--- src/design/scd_pkg.sv ---
`default_nettype none
package scd_pkg;
	// Register map, word index on the plain register port
	localparam int ADDR_W = 2;
	localparam logic [1:0] OFS_DATA = 2'h0;
	localparam logic [1:0] OFS_LOW = 2'h1;
	localparam logic [1:0] OFS_CTRL = 2'h2;
	localparam logic [1:0] OFS_STAT = 2'h3;

	// Reset values
	localparam logic [15:0] DATA_RST = 16'h0000;
	localparam logic [15:0] CTRL_RST = 16'h0000;

	// Data register fields
	localparam int DIV_LSB = 9;
	localparam int DIV_W = 7;

	// Control register fields
	localparam int CTRL_RUN_BIT = 0;
	localparam int CTRL_TX_BIT = 1;
	localparam int CTRL_DL_LSB = 2;
	localparam logic [15:0] CTRL_MASK = 16'h000f;

	// Status register fields
	localparam int STAT_RUN_BIT = 0;
	localparam int STAT_BUSY_BIT = 1;
	localparam int STAT_FULL_BIT = 2;
	localparam int STAT_EMPTY_BIT = 3;
	localparam int STAT_RXDONE_BIT = 4;

	// Data length codes
	localparam logic [1:0] DL_7 = 2'h0;
	localparam logic [1:0] DL_8 = 2'h1;
	localparam logic [1:0] DL_9 = 2'h2;
	localparam logic [1:0] DL_16 = 2'h3;
	localparam logic [4:0] LEN_7 = 5'h07;
	localparam logic [4:0] LEN_8 = 5'h08;
	localparam logic [4:0] LEN_9 = 5'h09;
	localparam logic [4:0] LEN_16 = 5'h10;

	// Transmit FIFO depth
	localparam int FIFO_DEPTH = 4;

	typedef enum logic [2:0] {
		ST_IDLE = 3'b001,
		ST_SHIFT = 3'b010,
		ST_DONE = 3'b100
	} scd_state_t;
endpackage
`default_nettype wire
--- src/design/scd_channel.sv ---
// The strobed register port and the placing of the registers were chosen for this implementation.
`default_nettype none
module scd_channel
	import scd_pkg::*;
#(
	parameter bit UNIT12 = 1'b0,
	parameter bit NINE_OK = 1'b1
) (
	// Clock and reset
	input wire logic clock,
	input wire logic rst_n,
	// Register port
	input wire logic [ADDR_W-1:0] addr,
	input wire logic [15:0] wdata,
	input wire logic wr_en,
	input wire logic rd_en,
	output logic [15:0] rd_data,
	// Serial pins
	input wire logic ser_in,
	output logic ser_out
);
	// Buffer and shift width per channel kind
	localparam int BUF_W = UNIT12 ? 16 : (NINE_OK ? 9 : 8);
	localparam logic [15:0] BUF_MASK = 16'((17'h1 << BUF_W) - 17'h1);
	localparam logic [15:0] DATA_KEEP = UNIT12 ? 16'hffff : (16'hfe00 | BUF_MASK);

	if (UNIT12 && NINE_OK) begin : g_bad_cfg
		$error("scd_channel: nine-bit option exists only in unit zero");
	end

	logic [15:0] data_q;
	logic [15:0] data_d;
	logic [15:0] ctrl_q;
	logic [15:0] rd_data_q;
	logic [15:0] rd_data_d;
	logic [BUF_W-1:0] sh_q;
	logic [DIV_W-1:0] div_q;
	logic [DIV_W-1:0] tick_cnt_q;
	logic [4:0] bit_cnt_q;
	logic [4:0] len_q;
	logic dir_tx_q;
	logic run_q;
	logic rx_done_flag_q;
	logic ser_out_q;
	logic line_s1_q;
	logic line_s2_q;
	logic line_s3_q;
	scd_state_t state_q;
	scd_state_t state_d;

	// Register decode; the shift register has no address at all
	wire running = ctrl_q[CTRL_RUN_BIT];
	wire tx_mode = ctrl_q[CTRL_TX_BIT];
	wire [1:0] dl_code = ctrl_q[CTRL_DL_LSB +: 2];
	wire wr_data = wr_en && (addr == OFS_DATA);
	wire wr_low = wr_en && (addr == OFS_LOW);
	wire wr_ctrl = wr_en && (addr == OFS_CTRL);
	wire rd_buf = rd_en && (addr == OFS_DATA || addr == OFS_LOW);
	wire low_live = running || !UNIT12;

	// Length decode; unsupported codes fall back to eight bits
	wire [4:0] len_sel = (dl_code == DL_7) ? LEN_7 :
		(dl_code == DL_9 && NINE_OK) ? LEN_9 :
		(dl_code == DL_16 && UNIT12) ? LEN_16 : LEN_8;
	wire [15:0] len_mask = 16'((17'h1 << len_q) - 17'h1);

	// Divider: unit zero always from bits 15..9, units one/two frozen at start
	wire [DIV_W-1:0] div_live = data_q[DIV_LSB +: DIV_W];
	wire [DIV_W-1:0] div_use = UNIT12 ? div_q : div_live;
	wire tick = (tick_cnt_q == div_use);
	wire last_bit = (bit_cnt_q == len_q - 5'h01);

	// Transmit FIFO between the data register and the shift register
	wire [BUF_W-1:0] fifo_in = data_d[BUF_W-1:0];
	wire [BUF_W-1:0] fifo_out;
	wire fifo_in_ready;
	wire fifo_out_valid;
	wire tx_push = running && tx_mode && (wr_data || wr_low);
	wire idle = (state_q == ST_IDLE);
	wire tx_pop = idle && running && tx_mode && fifo_out_valid;
	wire line_fall = line_s3_q && !line_s2_q;
	wire rx_start = idle && running && !tx_mode && line_fall;
	wire rx_done = (state_q == ST_DONE) && !dir_tx_q;

	scd_fifo #(
		.WIDTH(BUF_W),
		.DEPTH(FIFO_DEPTH)
	) u_tx_fifo (
		.clock(clock),
		.rst_n(rst_n),
		.in_valid(tx_push),
		.in_ready(fifo_in_ready),
		.in_data(fifo_in),
		.out_valid(fifo_out_valid),
		.out_ready(tx_pop),
		.out_data(fifo_out)
	);

	// Next data register value; software writes win over a finishing receive
	always_comb begin
		data_d = data_q;
		if (rx_done && running) begin
			data_d = (data_q & ~BUF_MASK) | 16'(sh_q);
		end
		if (wr_data) begin
			data_d = wdata;
		end else if (wr_low && running) begin
			data_d = {data_q[15:8], wdata[7:0]};
		end else if (wr_low && !UNIT12) begin
			data_d = {7'h00, data_q[8], wdata[7:0]};
		end
		data_d = data_d & DATA_KEEP;
	end

	// Read mux; status shows the block's own state
	wire [15:0] stat_word = {11'h000, rx_done_flag_q, !fifo_out_valid,
		!fifo_in_ready, !idle, running};
	always_comb begin
		unique case (addr)
			OFS_DATA: rd_data_d = data_q;
			OFS_LOW: rd_data_d = low_live ? {8'h00, data_q[7:0]} : 16'h0000;
			OFS_CTRL: rd_data_d = ctrl_q;
			OFS_STAT: rd_data_d = stat_word;
			default: rd_data_d = 16'h0000;
		endcase
	end

	// Sequencer for one frame of bits
	always_comb begin
		state_d = state_q;
		unique case (state_q)
			ST_IDLE: begin
				if (tx_pop || rx_start) begin
					state_d = ST_SHIFT;
				end
			end
			ST_SHIFT: begin
				if (!running) begin
					state_d = ST_IDLE;
				end else if (tick && last_bit) begin
					state_d = ST_DONE;
				end
			end
			ST_DONE: begin
				if (!dir_tx_q || tick || !running) begin
					state_d = ST_IDLE;
				end
			end
			default: state_d = ST_IDLE;
		endcase
	end

	// Register port storage, cleared to zero by reset
	always_ff @(posedge clock or negedge rst_n) begin
		if (!rst_n) begin
			data_q <= DATA_RST;
			ctrl_q <= CTRL_RST;
			rd_data_q <= 16'h0000;
		end else begin
			data_q <= data_d;
			rd_data_q <= rd_en ? rd_data_d : 16'h0000;
			if (wr_ctrl) begin
				ctrl_q <= wdata & CTRL_MASK;
			end
		end
	end

	// Receive flag: a new word beats a read in the same cycle
	always_ff @(posedge clock or negedge rst_n) begin
		if (!rst_n) begin
			rx_done_flag_q <= 1'b0;
		end else if (rx_done) begin
			rx_done_flag_q <= 1'b1;
		end else if (rd_buf) begin
			rx_done_flag_q <= 1'b0;
		end
	end

	// Line synchroniser; only the second and third stages feed logic
	always_ff @(posedge clock or negedge rst_n) begin
		if (!rst_n) begin
			line_s1_q <= 1'b1;
			line_s2_q <= 1'b1;
			line_s3_q <= 1'b1;
		end else begin
			line_s1_q <= ser_in;
			line_s2_q <= line_s1_q;
			line_s3_q <= line_s2_q;
		end
	end

	// Divider capture at start so running data bits do not disturb the rate
	always_ff @(posedge clock or negedge rst_n) begin
		if (!rst_n) begin
			div_q <= '0;
			run_q <= 1'b0;
		end else begin
			run_q <= running;
			if (running && !run_q) begin
				div_q <= div_live;
			end
		end
	end

	// Bit timer, restarted at every frame start
	always_ff @(posedge clock or negedge rst_n) begin
		if (!rst_n) begin
			tick_cnt_q <= '0;
		end else if (idle || tick) begin
			tick_cnt_q <= '0;
		end else begin
			tick_cnt_q <= tick_cnt_q + 7'h01;
		end
	end

	// Shift engine, LSB first in both directions
	always_ff @(posedge clock or negedge rst_n) begin
		if (!rst_n) begin
			state_q <= ST_IDLE;
			sh_q <= '0;
			bit_cnt_q <= '0;
			len_q <= LEN_8;
			dir_tx_q <= 1'b0;
			ser_out_q <= 1'b1;
		end else begin
			state_q <= state_d;
			if (tx_pop) begin
				sh_q <= fifo_out;
				bit_cnt_q <= '0;
				len_q <= len_sel;
				dir_tx_q <= 1'b1;
			end else if (rx_start) begin
				sh_q <= '0;
				bit_cnt_q <= '0;
				len_q <= len_sel;
				dir_tx_q <= 1'b0;
			end else if (state_q != ST_IDLE && state_d == ST_IDLE) begin
				ser_out_q <= 1'b1; // Abort or frame end both leave the line high
			end else if (state_q == ST_SHIFT && tick) begin
				bit_cnt_q <= bit_cnt_q + 5'h01;
				if (dir_tx_q) begin
					ser_out_q <= sh_q[0];
					sh_q <= sh_q >> 1;
				end else begin
					sh_q[bit_cnt_q[3:0] % BUF_W] <= line_s2_q;
				end
			end
		end
	end

	assign rd_data = rd_data_q;
	assign ser_out = ser_out_q;
endmodule
`default_nettype wire

--- src/design/scd_fifo.sv ---
`default_nettype none
module scd_fifo #(
	parameter int WIDTH = 16,
	parameter int DEPTH = 4
) (
	// Clock and reset
	input wire logic clock,
	input wire logic rst_n,
	// Fill side
	input wire logic in_valid,
	output logic in_ready,
	input wire logic [WIDTH-1:0] in_data,
	// Drain side
	output logic out_valid,
	input wire logic out_ready,
	output logic [WIDTH-1:0] out_data
);
	localparam int PW = $clog2(DEPTH);

	// Pointers wrap freely, so depth must be a power of two
	if (DEPTH < 2 || (DEPTH & (DEPTH - 1)) != 0) begin : g_bad_depth
		$error("scd_fifo depth must be a power of two, at least 2");
	end

	logic [WIDTH-1:0] mem_q [DEPTH];
	logic [PW-1:0] wr_ptr_q;
	logic [PW-1:0] rd_ptr_q;
	logic [PW:0] count_q;
	wire push = in_valid && in_ready;
	wire pop = out_valid && out_ready;

	// Honest flags from the occupancy count
	assign in_ready = (count_q != (PW+1)'(DEPTH));
	assign out_valid = (count_q != '0);
	assign out_data = mem_q[rd_ptr_q];

	// Storage, no reset needed on the data words
	always_ff @(posedge clock) begin
		if (push) begin
			mem_q[wr_ptr_q] <= in_data;
		end
	end

	// Pointers and count
	always_ff @(posedge clock or negedge rst_n) begin
		if (!rst_n) begin
			wr_ptr_q <= '0;
			rd_ptr_q <= '0;
			count_q <= '0;
		end else begin
			wr_ptr_q <= wr_ptr_q + PW'(push);
			rd_ptr_q <= rd_ptr_q + PW'(pop);
			count_q <= count_q + (PW+1)'(push) - (PW+1)'(pop);
		end
	end
endmodule
`default_nettype wire

--- config.mk ---
export PLATFORM = sky130hd
export DESIGN_NAME = scd_channel
export DESIGN_NICKNAME = d
export VERILOG_FILES = /design/src/design/scd_pkg.sv /design/src/design/scd_channel.sv /design/src/design/scd_fifo.sv
export SDC_FILE = /design/constraint.sdc
export NUM_CORES = 1
export LEC_CHECK = 0
export ABC_CLOCK_PERIOD_IN_PS = 5710
export BUFFER_PORTS_ARGS = -buffer_cell sky130_fd_sc_hd__buf_2
export CAP_MARGIN = 20
export CORE_MARGIN = 4
export CORE_UTILIZATION = 35
export CTS_CLUSTER_DIAMETER = 60
export DETAILED_ROUTE_END_ITERATION = 8
export GPL_TIMING_DRIVEN = 1
export REMOVE_ABC_BUFFERS = 1
export SETUP_SLACK_MARGIN = 0.1
export SKIP_CTS_REPAIR_TIMING = 1
export SYNTH_ARGS = -nofsm -noshare
export SYNTH_HDL_FRONTEND = slang
export SYNTH_SLANG_ARGS = --single-unit
--- constraint.sdc ---
create_clock -name clock -period 5.71 [get_ports clock]
set_input_delay 0.571 -clock clock [delete_from_list [all_inputs] [get_ports clock]]
set_output_delay 0.571 -clock clock [all_outputs]
set_load 0.005 [all_outputs]
Yosys cells after proc, flatten, opt, wreduce, memory -nomap -nowiden
Memories as Yosys holds them, arrays and structs flattened.
Cells that the tools add are included.
{ "op_classes": {"n_addsub": 7, "div": 1, "magnitude_cmp": 2, "eq_ne": 14, "muxes": 37, "bitwise": 3, "reduce_logical": 46} }
{ "op_table": {"columns": ["cell", "count"], "rows": [
  ["$mux 16", 5],
  ["$pmux 16 s4", 1],
  ["$mux 9", 5],
  ["$ge 32x1->1 const B", 1],
  ["$lt 32x5->1 const B", 1],
  ["$mod 4x4->32 const B", 1],
  ["$mux 5", 6],
  ["$logic_and 1x1->1", 21],
  ["$or 16x9->16", 1],
  ["$mux 3", 4],
  ["$mux 1", 11],
  ["$bwmux 9", 1],
  ["$pmux 3 s3", 1],
  ["$reduce_bool 3->1", 3],
  ["$reduce_bool 2->1", 4],
  ["$add 7x1->7 const B", 1],
  ["$eq 7x7->1", 1],
  ["$logic_not 1->1", 7],
  ["$mux 7", 1],
  ["$eq 2x2->1 const B", 3],
  ["$eq 3x1->1 const B", 2],
  ["$logic_or 1x1->1", 6],
  ["$ne 3x3->1 const B", 2],
  ["$add 5x1->5 const B", 1],
  ["other kinds (16)", 20]
]} }
{ "word_totals": {"register_bits": 78, "ramBits": 36, "wordCells": 129, "mem_count": 1} }
{ "memory_table": {"columns": ["memory", "depth", "width", "read_ports", "rd_ports_with_merged_regs", "wr", "line", "rtl"], "rows": [
  ["u_tx_fifo.mem_q", 4, 9, 1, 0, 1, "scd_fifo.sv:25", "logic [WIDTH-1:0] mem_q [DEPTH];"]
]} }

Longest topological paths before layout
Gate-level depths: netlist of run 1.
{ "depth": {"ltp_word": 12, "mapped_depth": 10, "ltp_nobuf": 9} }

Cells and area by module
A second synthesis of run 1 with hierarchy kept.
{ "unflattened": {"cells_unflattened": 453, "area_unflattened_um2": 5412.7} }
{ "by_module_without_submodules": {"columns": ["mod", "instances", "cells_each", "area_per_inst_um2"], "rows": [
  ["scd_channel", 1, 374, 3713.6],
  ["scd_fifo", 1, 79, 1699.1]
]} }

Worst setup path after synthesis of run 1
OpenSTA, ideal clock, no wires.
{ "synth_timing": {"kind": "reg2reg", "from": "reg state_q[0]", "to": "reg u_tx_fifo.count_q[2]", "setup_time_ns": 0.130, "t_arrival_ns": 2.418, "required_ns": 5.580, "setup_slack_ns": 3.162, "stages_incl_launch_ff": 11, "path_buffers": 1, "cell_sequence": "dfstp_2 or3b_1 buf_6 nor2_2 ha_1 inv_1 ha_1 inv_1 fa_1 xnor2_1 xnor2_1"} }
{ "synth_via": {"elab_chain_cells": 6} }
{ "synth_rtl": {"columns": ["item", "line", "rtl"], "rows": [
  ["start: declaration", "scd_channel.sv:48", "scd_state_t state_q;"],
  ["start signal: assignment", "scd_channel.sv:226", "state_q <= state_d;"],
  ["$eq 3x1->1", "scd_channel.sv:79", "wire idle = (state_q == ST_IDLE);"],
  ["$logic_and 1x1->1 (3 in series)", "scd_channel.sv:80", "wire tx_pop = idle && running && tx_mode && fifo_out_valid;"],
  ["$logic_and 1x1->1", "scd_fifo.sv:30", "wire pop = out_valid && out_ready;"],
  ["$sub 3x1->3", "scd_fifo.sv:53", "count_q <= count_q + (PW+1)'(push) - (PW+1)'(pop);"],
  ["end signal: assignment", "scd_fifo.sv:53", null],
  ["end: declaration", "scd_fifo.sv:28", "logic [PW:0] count_q;"]
]} }
Every way passes these cells.
A chain may end at the register's enable or synchronous reset.

Worst setup path in the final report of run 1
Same ends and word-level chain as after synthesis.

==> results.txt, run 1 <==
The worst setup path is launched from a flop. Of the total synthesized cell area, the portion taken by full adders, half adders and majority gates is 2.97%. The setup-violating endpoint count in the final report came out at 0. The final layout contains routed wiring with a total length of ~11,000 um. The I/O pin total came out at 40. After clock tree synthesis, the clock-pin slew on the worst setup and hold paths is 0.07 ns. The routed length per placed instance is around 17 um. The number of port buffers is 39. The clock reaches the later pin of the worst-skew pair after about 0.36 ns. In this run the most used layer during global routing was met2.

The stage delay of the slowest cell on the critical path came out at about 0.55 ns. Summing the sequential cell areas from Yosys gives between 50% and 60% of the chip area. The synthesized netlist contains 65 unique library cells. Yosys instantiated no cell more often than sky130_fd_sc_hd__dfrtp_1. The total power per unit cell area came out at ~390 mW/mm^2. In this run the critical register-to-register path is launched from state_q[0]$_DFF_PN1_. The worst supply voltage drop on vdd is approximately 0.00022 V. The clock net in this run drives a total of 112 sinks.

In the routed design, unresolved DRC markers number 0. The flow ran to the end, and the final reports show no timing, DRC or antenna violations. After floorplanning, the core was divided into between 40 and 50 placement rows. The final weighted congestion of routability-driven global placement is approximately 0.82. The height of the die is between 100 and 150 um. The overall fraction of global-route tracks in use is a little over an eighth.

In this run the static leakage power is approximately 2.5 nW. The most frequently used flop master after synthesis is sky130_fd_sc_hd__dfrtp_1. The compound-gate portion of the synthesized area is approximately 12%. After synthesis, the largest family of logic cells by area is simple AND/OR/NAND/NOR gates. For met2 alone, demand over resource in global routing was a little over a fifth. The via count of the routed design came out at between 3,000 and 4,000. The placeable core region came out at approximately 0.015 mm^2. The detailed-placement wirelength estimate came out at 8070 um.

After filler insertion, the fill cell instance count of the layout stands at between 1,000 and 1,500. Counting instances in the post-synthesis netlist gives the leading cell types as 70 x sky130_fd_sc_hd__dfrtp_1, 36 x sky130_fd_sc_hd__edfxtp_1, 24 x sky130_fd_sc_hd__nand2_1, 24 x sky130_fd_sc_hd__o21ai_0, 22 x sky130_fd_sc_hd__nor2_1. The final standard cell utilization of the core is around 40%.

The antenna diode instance count is 0. The largest fanout on the critical path came out at 11. The global-route wire length before repair is 18,500 um. The instance area at placement is approximately 0.0057 mm^2. The arrival time at the worst endpoint came out at approximately 3.1 ns. The flip-flop and latch count after synthesis came out at 112. The number of enable flip-flop cells after synthesis came out at 36. The number of pins exceeding their max-slew limit in the final report came out at 0.

The depth of the worst register-to-register path came out at 9. The shortest period the worst path allows came out at 2.85 ns. The number of H-tree levels is 3. The final global-route overflow total is 0. The type of the worst setup path is flop to flop. Ranked by total cell area, the synthesized netlist is headed by sky130_fd_sc_hd__dfrtp_1 33%, sky130_fd_sc_hd__edfxtp_1 20%, sky130_fd_sc_hd__mux4_2 3.8%, sky130_fd_sc_hd__dfstp_2 3.0%, sky130_fd_sc_hd__xnor2_1 2.8%. The cell depth of the worst min-delay path is 1. STA classifies the critical path endpoint as a flop. The post-synthesis cell area came out at around 0.0053 mm^2. The relative slew slack came out at 35.3%. The number of global-route vias before repair was approximately 3,500. Averaged over all synthesized cells, the footprint is approximately 12 um^2. The post-layout instance area is 0.00595 mm^2.

The critical path goes through or3b_1 > nor2_2 > ha_1 > inv_1 > ha_1 > inv_1 > fa_1 > xnor2_1 > xnor2_1. The area growth from synthesis to final layout is 11.9%. The total iterations of the first detailed-routing run came out at 4. After detailed routing, the number of vias per cell comes to roughly 5.3. The post-layout total power is approximately 2.3 mW.

The summed negative setup slack over all endpoints is 0 ns. The final clock skew is about 0.0095 ns. Setup repair after global routing left no endpoint under its margin. The number of nets with antenna violations after routing came out at 0.

The global routing usage on met3 is under 10%. TritonCTS built the clock tree. The reported max-cap violation count came out at 0.

The tree is rooted in a sky130_fd_sc_hd__clkbuf_16. After layout, the worst path uses ~50% of the clock period. At the pin with the least slew margin, the transition time is 0.971 ns. The Yosys step of the flow raised 0 warnings. The highest achievable clock rate is about 0.35 GHz.

The min-delay analysis places its worst path in the category input port to flop. The async set-reset flop share out of synthesis came out at between 60% and 70%. The worst register-to-register path has a setup slack of ~2.9 ns. The final hold violation count is 0. Global routing used 18.6% of the available met1 tracks.

The kind of cell with the highest combined delay along the critical path is simple AND/OR/NAND/NOR gates. The worst hold path terminates at line_s1_q$_DFF_PN1_. Counting along the longest clock path gives a buffer depth of 2. Of the total synthesized cell area, the portion taken by XOR and XNOR cells is between 3 and 4%. The number of nets in the layout is between 400 and 500. In this run the horizontal extent of the chip is roughly 130 um.

The largest individual stage delay along the critical path comes from the cell sky130_fd_sc_hd__dfstp_2. The worst register-to-register path ends at u_tx_fifo.count_q[2]$_DFF_PN0_. The critical path buffer and inverter count came out at 2. The top-area cell type share of the netlist area came out at between 30% and 40%. Final hold analysis gives a worst-case slack of between 0.3 and 0.4 ns. The worst path required time came out at 5.95 ns. In the final layout, the share of cells above drive strength 1 is between 20% and 30%. The startpoint identified for the worst hold timing path is ser_in. After the first detailed-routing iteration, the DRC count stood at roughly 270. The pin count of the biggest net entering global routing is between 70 and 80. Synthesis produced ~430 cells. The floorplan step defined a die boundary enclosing approximately 0.017 mm^2. The initial cell density of the core came out at between 30% and 40%. The number of clock buffers inserted by TritonCTS is 9. The initial antenna violation count is 0. The share of cell area taken by muxes after synthesis is 9.20%. sky130_fd_sc_hd__dfrtp_1 takes more of the synthesized area than any other cell. The area fraction in and, or, nand and nor cells after synthesis came out at roughly an eighth.
-- sequential cells by signal (all words and copies together) (netlist names) --
signal / count
ctrl_q: 4
line_s3_q: 1
dir_tx_q: 1
line_s1_q: 1
sh_q: 9
len_q: 3
line_s2_q: 1
u_tx_fifo.count_q: 3
ser_out: 1
rd_data: 16
rx_done_flag_q: 1
u_tx_fifo.wr_ptr_q: 2
u_tx_fifo.rd_ptr_q: 2
data_q: 16
state_q: 3
u_tx_fifo.mem_q: 36
bit_cnt_q: 5
tick_cnt_q: 7
-- worst register-to-register path, stage by stage (launching register included) --
cell                      delay, ns
sky130_fd_sc_hd__dfstp_2       0.55
sky130_fd_sc_hd__or3b_1        0.50
sky130_fd_sc_hd__nor2_2        0.47
sky130_fd_sc_hd__ha_1          0.33
sky130_fd_sc_hd__inv_1         0.06
sky130_fd_sc_hd__ha_1          0.13
sky130_fd_sc_hd__inv_1         0.05
sky130_fd_sc_hd__fa_1          0.37
sky130_fd_sc_hd__xnor2_1       0.15
sky130_fd_sc_hd__xnor2_1       0.13
-- worst max path at each step --
| stage | startpoint | endpoint | slack [ns] | cells past startpoint |
|---|---|---|---|---|
| final | state_q[0]$_DFF_PN1_ | u_tx_fifo.count_q[2]$_DFF_PN0_ | 2.86 | 9 |
| after global routing | bit_cnt_q[0]$_DFFE_PN0P_ | sh_q[3]$_DFFE_PN0P_ | 2.63 | 7 |
| after CTS | state_q[0]$_DFF_PN1_ | u_tx_fifo.count_q[2]$_DFF_PN0_ | 2.87 | 9 |
| after detailed placement | state_q[0]$_DFF_PN1_ | u_tx_fifo.count_q[2]$_DFF_PN0_ | 2.88 | 9 |
| after global placement | state_q[0]$_DFF_PN1_ | u_tx_fifo.count_q[2]$_DFF_PN0_ | 2.95 | 9 |
| after floorplan | wr_en | u_tx_fifo.mem_q[1][0]$_DFFE_PP_ | 2.78 | 3 |
-- layout make-up --
type / instances / area (um^2) / area share, %
Timing Repair Buffer: 42 / 220 / 3.70
Inverter: 13 / 48.8 / 0.821
Tap cell: 184 / 230 / 3.87
Sequential cell: 112 / 2990 / 50.3
Multi-Input combinational cell: 282 / 2170 / 36.4
Clock buffer: 10 / 229 / 3.85
Clock inverter: 6 / 60.1 / 1.01
-- routing by layer --
| layer | wire length, um | share of wire [%] |
|---|---|---|
| met4 | 163 | 1.5 |
| met3 | 550 | 4.9 |
| met2 | 5390 | 48 |
| met5 | 0 | 0 |
| met1 | 5050 | 45 |
-- stage by stage --
stage / worst slack, ns / std cells
2_1_floorplan: 2.78 / 407
3_3_place_gp: 2.95 / 633
3_5_place_dp: 2.88 / 633
4_1_cts: 2.87 / 649
5_1_grt: 2.63 / 649
6_report: 2.86 / 649
-- logic make-up (layout without fill, tap and decap cells) --
family,count (synthesis),after routing
and+or+nand+nor,124,124
buffers and inverters,33,71
adders and majority gates,12,12
DFF,112,112
muxes,36,36
AOI/OAI and AO/OA,88,88
xor gates and xnor gates,22,22
-- cells in the final DEF (no fill, tap or decap), types with 4 or more instances in the layout --
cell type / count
sky130_fd_sc_hd__nor3_1: 7
sky130_fd_sc_hd__a21oi_1: 16
sky130_fd_sc_hd__buf_2: 38
sky130_fd_sc_hd__nor4_1: 4
sky130_fd_sc_hd__nor2b_1: 7
sky130_fd_sc_hd__mux4_2: 9
sky130_fd_sc_hd__and3_1: 4
sky130_fd_sc_hd__nor2_1: 22
sky130_fd_sc_hd__ha_1: 11
sky130_fd_sc_hd__a22o_1: 7
sky130_fd_sc_hd__dfrtp_1: 70
sky130_fd_sc_hd__nand3_1: 12
sky130_fd_sc_hd__a32oi_1: 8
sky130_fd_sc_hd__dfstp_2: 6
sky130_fd_sc_hd__mux2_2: 13
sky130_fd_sc_hd__nand2b_1: 8
sky130_fd_sc_hd__mux2i_1: 14
sky130_fd_sc_hd__nand4_1: 4
sky130_fd_sc_hd__xor2_1: 5
sky130_fd_sc_hd__o221ai_1: 5
sky130_fd_sc_hd__nand2_1: 24
sky130_fd_sc_hd__and2_1: 11
sky130_fd_sc_hd__o21ai_0: 24
sky130_fd_sc_hd__clkbuf_16: 9
sky130_fd_sc_hd__buf_4: 4
sky130_fd_sc_hd__xnor2_1: 17
sky130_fd_sc_hd__o211ai_1: 5
sky130_fd_sc_hd__inv_1: 13
sky130_fd_sc_hd__edfxtp_1: 36
-- where the power goes --
group / switching, mW / total [mW] / leakage, nW / internal [mW]
Sequential: 0.163 / 1.12 / 1.30 / 0.957
Combinational: 0.294 / 0.569 / 1.04 / 0.275
Clock: 0.279 / 0.618 / 0.140 / 0.338
Total: 0.736 / 2.31 / 2.48 / 1.57
No activity file was read; power rests on OpenSTA's default activity.
==> run 2, diff against run 1 <==
--- a/config.mk
+++ b/config.mk
@@ -5,7 +5,8 @@
 export SDC_FILE = /design/constraint.sdc
 export NUM_CORES = 1
 export LEC_CHECK = 0
-export ABC_CLOCK_PERIOD_IN_PS = 5710
+export ABC_AREA = 1
+export ABC_CLOCK_PERIOD_IN_PS = 2500
 export BUFFER_PORTS_ARGS = -buffer_cell sky130_fd_sc_hd__buf_2
 export CAP_MARGIN = 20
 export CORE_MARGIN = 4
==> constraint.sdc (replaced) <==
create_clock -name clock -period 2.5 [get_ports clock]
set_input_delay 0.25 -clock clock [delete_from_list [all_inputs] [get_ports clock]]
set_output_delay 0.25 -clock clock [all_outputs]
set_load 0.005 [all_outputs]
==> run 2 against run 1 <==
  * Sequential power rose by 120%
  * Clock-buffer cell count up 2
  * Critical path depth is 4 higher
  * Die area up 1.0%
  * Global-route usage grew 0.50 points
  * Area after synthesis grew 1.1%
  * Largest power group unchanged
==> results.txt, run 2 <==
The via density per instance came out at around 4.8. The signal on the critical path passes through inv_1 > ha_1 > inv_1 > o21ai_2 > nand2_1 > nand2_1 > nand2_1 > nand2_1 > inv_1 > a21oi_1 > nor2_1 > nand2_1 > nand2_1. The area fraction in and, or, nand and nor cells after synthesis is between 20% and 30%. In the synthesized netlist, the cells that appear most often are 125 x sky130_fd_sc_hd__nand2_1, 76 x sky130_fd_sc_hd__nor2_1, 71 x sky130_fd_sc_hd__inv_1, 70 x sky130_fd_sc_hd__dfrtp_1. The first detailed-routing pass took 4 iterations. The worst-margin pin slew came out at ~0.62 ns.

In this run the tightest slew margin relative to its limit is between 50% and 60%. Setup total negative slack on the finished layout was measured at 0 ns. The mean cell area of the mapped netlist is 9.15 um^2. The library cell used most frequently in the layout, excluding fill and tap cells, is sky130_fd_sc_hd__nand2_1. The worst supply voltage drop on vdd is about 0.0006 V. The total length of routed wires is around 12,000 um. The arrival time at the worst endpoint came out at 2.47 ns. In this design, the critical path's most frequently occurring cell is sky130_fd_sc_hd__nand2_1.

The final hold violation count is 0. The clock net in this run drives a total of 112 sinks. The net switching power is approximately 2 mW. Of the total synthesized cell area, the portion taken by full adders, half adders and majority gates is between 2 and 3%. TritonCTS built the clock tree.

Clock latency on the worst-skew pair, taken at its later pin, is 0.36 ns. The cell family contributing the most delay on the critical path is simple AND/OR/NAND/NOR gates. For this run, the register share of the synthesized area comes to a little under three fifths.

The initial antenna violation count is 0. The total overflow left after global routing is 0. The stage delay of the slowest cell on the critical path is between 0.4 and 0.5 ns. The number of global-route vias before repair is between 4,000 and 5,000. Net switching is a little over a third of the power. The clock-pin transition on the worst setup and hold timing paths came out at about 0.08 ns. The number of placement rows is 45. Of the post-synthesis cell area, the part taken by muxes is 0.210%. The placeable core region is around 0.015 mm^2. The share of cells above drive strength 1 came out at roughly 17%. The number of enable flip-flop cells after synthesis is 36. The critical path is of the flop to flop type. The global-route wire length before repair came out at 19,800 um.

The async set-reset flop share out of synthesis is between 60% and 70%. The number of nets with antenna violations after routing came out at 0. The die span in x is between 100 and 150 um. The fraction of synthesized cell area in xor and xnor cells came out at ~3.4%.

Setup repair after global routing could not meet its margin everywhere. STA classifies the critical path startpoint as a flop. Registers are responsible for 42.6% of the overall power. The routed length per placed instance is around 14 um. The highest achievable clock rate came out at between 0.4 and 0.5 GHz.

The final clock skew is roughly 0.0095 ns. The number of cells produced by synthesis is approximately 590. The number of port buffers came out at 39.

The synthesized netlist devotes about a tenth of its cell area to compound gates. The worst-case clock buffer depth came out at 2. The number of design rule violations left after detail routing is 0.

Routability-driven placement finished with a final weighted congestion of 0.844. The clock tree root driver cell is sky130_fd_sc_hd__clkbuf_16. Leaving out fill and tap cells, the most frequent cells in the layout are 125 x sky130_fd_sc_hd__nand2_1, 75 x sky130_fd_sc_hd__nor2_1, 70 x sky130_fd_sc_hd__inv_1, 69 x sky130_fd_sc_hd__dfrtp_1, 38 x sky130_fd_sc_hd__buf_2. The footprint of the flip-flops and latches is approximately 0.003 mm^2.

The HPWL after detailed placement is between 8000 and 9000 um. The number of pins exceeding their max-slew limit in the final report is 0. By area, the combinational part of the netlist is dominated by simple AND/OR/NAND/NOR gates.

In this run the static leakage power is 2.95 nW. The min-delay analysis places its worst path in the category input port to flop. Per report_power, the combinational group accounts for a little under a third of the total. The initial cell density of the core came out at between 30% and 40%.

The area growth from synthesis to final layout came out at 16.3%. The combined area of the multi-input logic cells came out at 0.00207 mm^2. The pin count of the biggest net entering global routing is 77. In the global route stage, overall resource usage came out at 14.0%. The final layout contains 676 nets. The worst path needs between 2 and 2.5 ns of the cycle, external delays included. The fill cell instance count of the final layout is 1,436.

40 I/O pins were placed. Among all stages on the critical path, the largest delay is contributed by sky130_fd_sc_hd__dfrtp_2. The design draws approximately 5.7 mW. The flip-flop and latch count after synthesis came out at around 110. The internal power summed over all cells came out at around 3.7 mW. The die footprint came out at around 0.017 mm^2.

The final standard cell utilization of the core came out at between 40% and 50%. The largest total area in the synthesized netlist belongs to sky130_fd_sc_hd__dfrtp_1. The clock network is responsible for 26.9% of the overall power. The final critical-path share of the clock period is between 80% and 90%. Among all cell types in the netlist, the one instantiated most often is sky130_fd_sc_hd__nand2_1.

Counting the buffers created by CTS gives 9. The synthesized design devotes to its leading area cell type between 30% and 40% of total area. In this run the worst path has a maximum fanout of 8. The setup-violating endpoint count in the final report is 0. The number of different library cells in the post-synthesis netlist is 39. By area the synthesized netlist is led by sky130_fd_sc_hd__dfrtp_1 33%, sky130_fd_sc_hd__edfxtp_1 20%, sky130_fd_sc_hd__nand2_1 8.7%, sky130_fd_sc_hd__nor2_1 5.3%, sky130_fd_sc_hd__inv_1 5.0%. Across the run, the number of max-cap violations was 0. The register with the most flip-flops in the layout has 36 of them. Across all layers, the routed design uses ~4,000 vias. In this run the power density over the cells is roughly 910 mW/mm^2. After the first detailed-routing iteration, the DRC count stood at approximately 290. The number of H-tree levels is 3. The post-synthesis cell area came out at between 0.005 and 0.006 mm^2. The most frequently used flop master after synthesis is sky130_fd_sc_hd__dfrtp_1. STA classifies the critical path endpoint as a flop.

The worst path required time came out at approximately 2.8 ns. The antenna diode instance count came out at 0. Counting both buffers and inverters, the worst setup path holds a total of 3. The height of the die is 132 um.

More flip-flops sit in one register than any other, and that register is u_tx_fifo.mem_q. The flow ran to the end, and the final reports show no timing, DRC or antenna violations. The total of warnings raised by yosys came out at 0.
[run 2: changes by cell type in the layout (fill, tap and decap cells not counted), sizes merged, moves of 11 or more]
cell | previous run | this run
and2 | 11 | 0
buf | 42 | 55
inv | 13 | 75
mux2 | 13 | 1
mux2i | 14 | 0
nand2 | 24 | 128
nand3 | 12 | 33
nor2 | 24 | 81
o21ai | 26 | 47
o22ai | 1 | 12
[run 2: path summary, 6_finish.rpt]
kind                                               start                         endpoint  slack (ns)  depth (start not counted)
max in group asynchronous                          rst_n             len_q[3]$_DFFE_PN1P_        1.45                          3
worst min-delay path                               rd_en             rd_data[0]$_DFF_PN0_        0.14                          3
min in group asynchronous                          rst_n  u_tx_fifo.wr_ptr_q[0]$_DFF_PN0_        0.41                          2
worst max-delay path            bit_cnt_q[0]$_DFFE_PN0P_              sh_q[1]$_DFFE_PN0P_        0.28                         13
worst max register to register  bit_cnt_q[0]$_DFFE_PN0P_              sh_q[1]$_DFFE_PN0P_        0.28                         13
worst min register to register       line_s1_q$_DFF_PN1_              line_s2_q$_DFF_PN1_        0.36                          0
[run 2: stage by stage]
stage	std cells	setup WS (ns)	hold slack [ns]	instance area [um^2]
CTS	831	0.280	-0.0174	6180
detailed placement	815	0.295	0.356	5850
global route	834	0.0889	0.137	6250
finish	834	0.284	0.143	6250
global placement	815	0.368	0.351	5850
floorplan	573	0.0721	-0.0456	5310
[run 2: layer usage]
| layer | vias to the layer above | share of wire (%) | GRT usage (%) |
|---|---|---|---|
| met3 | 11 | 2.6 | 3.32 |
| met1 | 1927 | 47 | 17.8 |
| li1 | 2033 | - | - |
| met4 | 0 | 1.2 | 3.91 |
| met5 | - | 0 | 0 |
| met2 | 45 | 49 | 23.9 |
[run 2: worst min-delay path, delay by kind of cell]
| kind | cells | cell delay (ns) |
|---|---|---|
| AOI/OAI and AO/OA | 2 | 0.10 |
| buffers and inverters | 1 | 0.11 |
[run 2: layout make-up]
class	instances	share of cell area, %
clock inverters	4	0.600
flip-flops and latches	112	47.8
well taps	188	3.76
inverters	73	4.38
repair buffers	57	5.60
multi-input cells	388	33.2
clock buffers	12	4.62
[run 2: logic make-up (layout without fill, tap and decap cells)]
family	count (synthesis)	in the layout
and+or+nand+nor	262	262
DFF	112	112
AOI/OAI and AO/OA	92	92
buffers and inverters	87	146
xor gates and xnor gates	21	21
adders and majority gates	12	12
muxes	1	1
[run 2: power by group through the flow]
stage	Combinational [mW]	Clock (mW)	Sequential, mW
after global placement	1.68	0	2.45
after floorplan	1.18	0	2.45
final	1.74	1.53	2.43
after global routing	1.99	1.65	2.47
after detailed placement	1.73	0	2.47
after CTS	1.74	1.58	2.43
==> run 3, diff against run 2 <==
--- a/config.mk
+++ b/config.mk
@@ -14,6 +14,7 @@
 export CTS_CLUSTER_DIAMETER = 60
 export DETAILED_ROUTE_END_ITERATION = 8
 export GPL_TIMING_DRIVEN = 1
+export MAX_ROUTING_LAYER = met4
 export REMOVE_ABC_BUFFERS = 1
 export SETUP_SLACK_MARGIN = 0.1
 export SKIP_CTS_REPAIR_TIMING = 1
==> run 3 against run 2 <==
  * Flip-flop and latch count unchanged
  * Global-route usage up 0.47 points
  * Critical path depth unchanged
  * Die area unchanged
  * Total power about the same
  * Largest power group unchanged
==> results.txt, run 3 (same netlist as run 2, synthesis figures left out) <==
The run finished with clean final reports. STA puts the critical path data required time at between 2 and 3 ns. The final weighted congestion of routability-driven global placement came out at roughly 0.86. The internal portion of the total power is approximately 3.7 mW.

The total length of routed wires is around 12,000 um. The placeable core region is 0.0151 mm^2. The number of pins exceeding their max-slew limit in the final report is 0. The clock net in this run drives a total of 112 sinks. The number of flip-flops under the largest register name is 36. The arrival time at the worst endpoint came out at 2.46 ns.

The relative slew slack came out at between 50% and 60%. The share of total power dissipated in sequential elements is a little over two fifths. The initial antenna violation count is 0. The highest achievable clock rate came out at ~0.45 GHz. The top cell types in the final layout, fill and taps aside, are 125 x sky130_fd_sc_hd__nand2_1, 75 x sky130_fd_sc_hd__nor2_1, 70 x sky130_fd_sc_hd__inv_1, 69 x sky130_fd_sc_hd__dfrtp_1, 38 x sky130_fd_sc_hd__buf_2. The number of clock buffers inserted by TritonCTS is 9. In this run the remaining antenna-violating nets after routing total 0. The setup-violating endpoint count in the final report came out at 0. STA classifies the critical path endpoint as a flop.

Summed over all failing endpoints, the final setup total negative slack is 0 ns. The number of global-route vias before repair came out at 4,050. The overall fraction of global-route tracks in use is 14.4%. The number of nets in the layout came out at just under 700. The total power per unit cell area is 912 mW/mm^2. The die span in x is 132 um. The share of cells above drive strength 1 is between 10% and 20%. The die footprint came out at roughly 0.017 mm^2. The clock latency on the worst-skew pair came out at about 0.36 ns.

The worst-case IR drop observed on VDD is just over 0.0006 V. Cells fill between 40% and 50% of the core in the end. The shortest period the worst path allows came out at between 2 and 2.5 ns. The pin count of the biggest net entering global routing came out at between 70 and 80. TritonCTS built the clock tree. The clock tree root driver cell is sky130_fd_sc_hd__clkbuf_16. The global-route wire length before repair came out at 19,800 um.

The routed length per placed instance came out at around 14 um. The standby leakage power is just under 3 nW. The via count of the routed design came out at 3,999.

The height of the die came out at 132 um. The net switching power is between 2 and 2.5 mW. The register with the most flip-flops is u_tx_fifo.mem_q.

The number of design rule violations left after detail routing came out at 0. The worst-margin pin slew came out at 0.644 ns. Detailed placement finished with a half-perimeter wire length of between 8000 and 9000 um. The type of the worst setup path is flop to flop. 40 I/O pins were placed. The reported max-cap violation count came out at 0. The clock-pin transition on the worst setup and hold timing paths came out at ~0.08 ns. The critical path startpoint category is a flop. The final hold violation count came out at 0. The library cell used most frequently in the layout, excluding fill and tap cells, is sky130_fd_sc_hd__nand2_1. The final clock skew is 0.00999 ns. The number of placement rows came out at between 40 and 50.

The number of H-tree levels came out at 3. The fill cell instance count of the final layout came out at between 1,000 and 1,500. The worst-case clock buffer depth came out at 2. The total iterations of the first detailed-routing run is 4.

The switching part of the total power came out at between 30% and 40%. The power share of the combinational group is 30.5%. The largest fanout on the critical path is 8.

The antenna diode instance count is 0. The path class of the tightest hold or removal check is input port to flop. The number of DRC markers in iteration 0 came out at roughly 290. The number of port buffers came out at 39. The part of the power in the clock network is 26.9%. The area growth from synthesis to final layout came out at 16.3%. The via density per instance is roughly 4.8. The final critical-path share of the clock period came out at roughly nine tenths. The initial cell density of the core is roughly 35%. Setup repair after global routing could not meet its margin everywhere. For this run the aggregate overflow at the end of global routing stands at 0.
run 3: power by group through the flow:
| stage | clock [mW] | sequential (mW) | combinational (mW) |
|---|---|---|---|
| 2_1_floorplan | 0 | 2.45 | 1.18 |
| 3_3_place_gp | 0 | 2.45 | 1.68 |
| 3_5_place_dp | 0 | 2.47 | 1.73 |
| 4_1_cts | 1.58 | 2.43 | 1.74 |
| 5_1_grt | 1.66 | 2.47 | 1.99 |
| 6_report | 1.54 | 2.43 | 1.74 |
run 3: worst paths after layout:
path	cells past startpoint	startpoint	slack, ns	endpoint
min in group asynchronous	2	rst_n	0.40	u_tx_fifo.wr_ptr_q[0]$_DFF_PN0_
hold reg to reg	0	line_s1_q$_DFF_PN1_	0.36	line_s2_q$_DFF_PN1_
max in group asynchronous	3	rst_n	1.46	len_q[3]$_DFFE_PN1P_
hold / removal	3	rd_en	0.14	rd_data[0]$_DFF_PN0_
setup / recovery	13	bit_cnt_q[0]$_DFFE_PN0P_	0.29	sh_q[1]$_DFFE_PN0P_
setup reg to reg	13	bit_cnt_q[0]$_DFFE_PN0P_	0.29	sh_q[1]$_DFFE_PN0P_
run 3: per-layer routing:
metal  wire, um  GRT usage (%)  vias to the layer above
met3        370           3.44                       11
li1           -              -                     2036
met4        150           3.91                        0
met1       5410           17.8                     1900
met2       5760           23.9                       52
met5          0              -                        -
run 3: per-stage QoR:
step | area (um^2) | hold WS [ns] | setup slack [ns] | instances | total power [mW]
6_report | 6250 | 0.141 | 0.291 | 834 | 5.70
5_1_grt | 6250 | 0.133 | 0.0889 | 834 | 6.12
4_1_cts | 6180 | -0.0174 | 0.280 | 831 | 5.75
3_5_place_dp | 5850 | 0.356 | 0.295 | 815 | 4.19
3_3_place_gp | 5850 | 0.351 | 0.368 | 815 | 4.13
2_1_floorplan | 5310 | -0.0456 | 0.0721 | 573 | 3.62
run 3: area by class of cell:
| class | instances | area (um^2) | share of cell area, % |
|---|---|---|---|
| clock buffers | 12 | 289 | 4.62 |
| clock inverters | 4 | 37.5 | 0.600 |
| inverters | 73 | 274 | 4.38 |
| multi-input cells | 388 | 2070 | 33.2 |
| flip-flops and latches | 112 | 2990 | 47.8 |
| well taps | 188 | 235 | 3.76 |
| repair buffers | 57 | 350 | 5.60 |
run 3: worst max-delay path, stage by stage (launching register included):
cell	delay (ns)
sky130_fd_sc_hd__dfrtp_2	0.45
sky130_fd_sc_hd__inv_1	0.14
sky130_fd_sc_hd__ha_1	0.21
sky130_fd_sc_hd__inv_1	0.10
sky130_fd_sc_hd__o21ai_2	0.21
sky130_fd_sc_hd__nand2_1	0.15
sky130_fd_sc_hd__nand2_1	0.10
sky130_fd_sc_hd__nand2_1	0.06
sky130_fd_sc_hd__nand2_1	0.08
sky130_fd_sc_hd__inv_1	0.14
sky130_fd_sc_hd__a21oi_1	0.25
sky130_fd_sc_hd__nor2_1	0.08
sky130_fd_sc_hd__nand2_1	0.07
sky130_fd_sc_hd__nand2_1	0.05
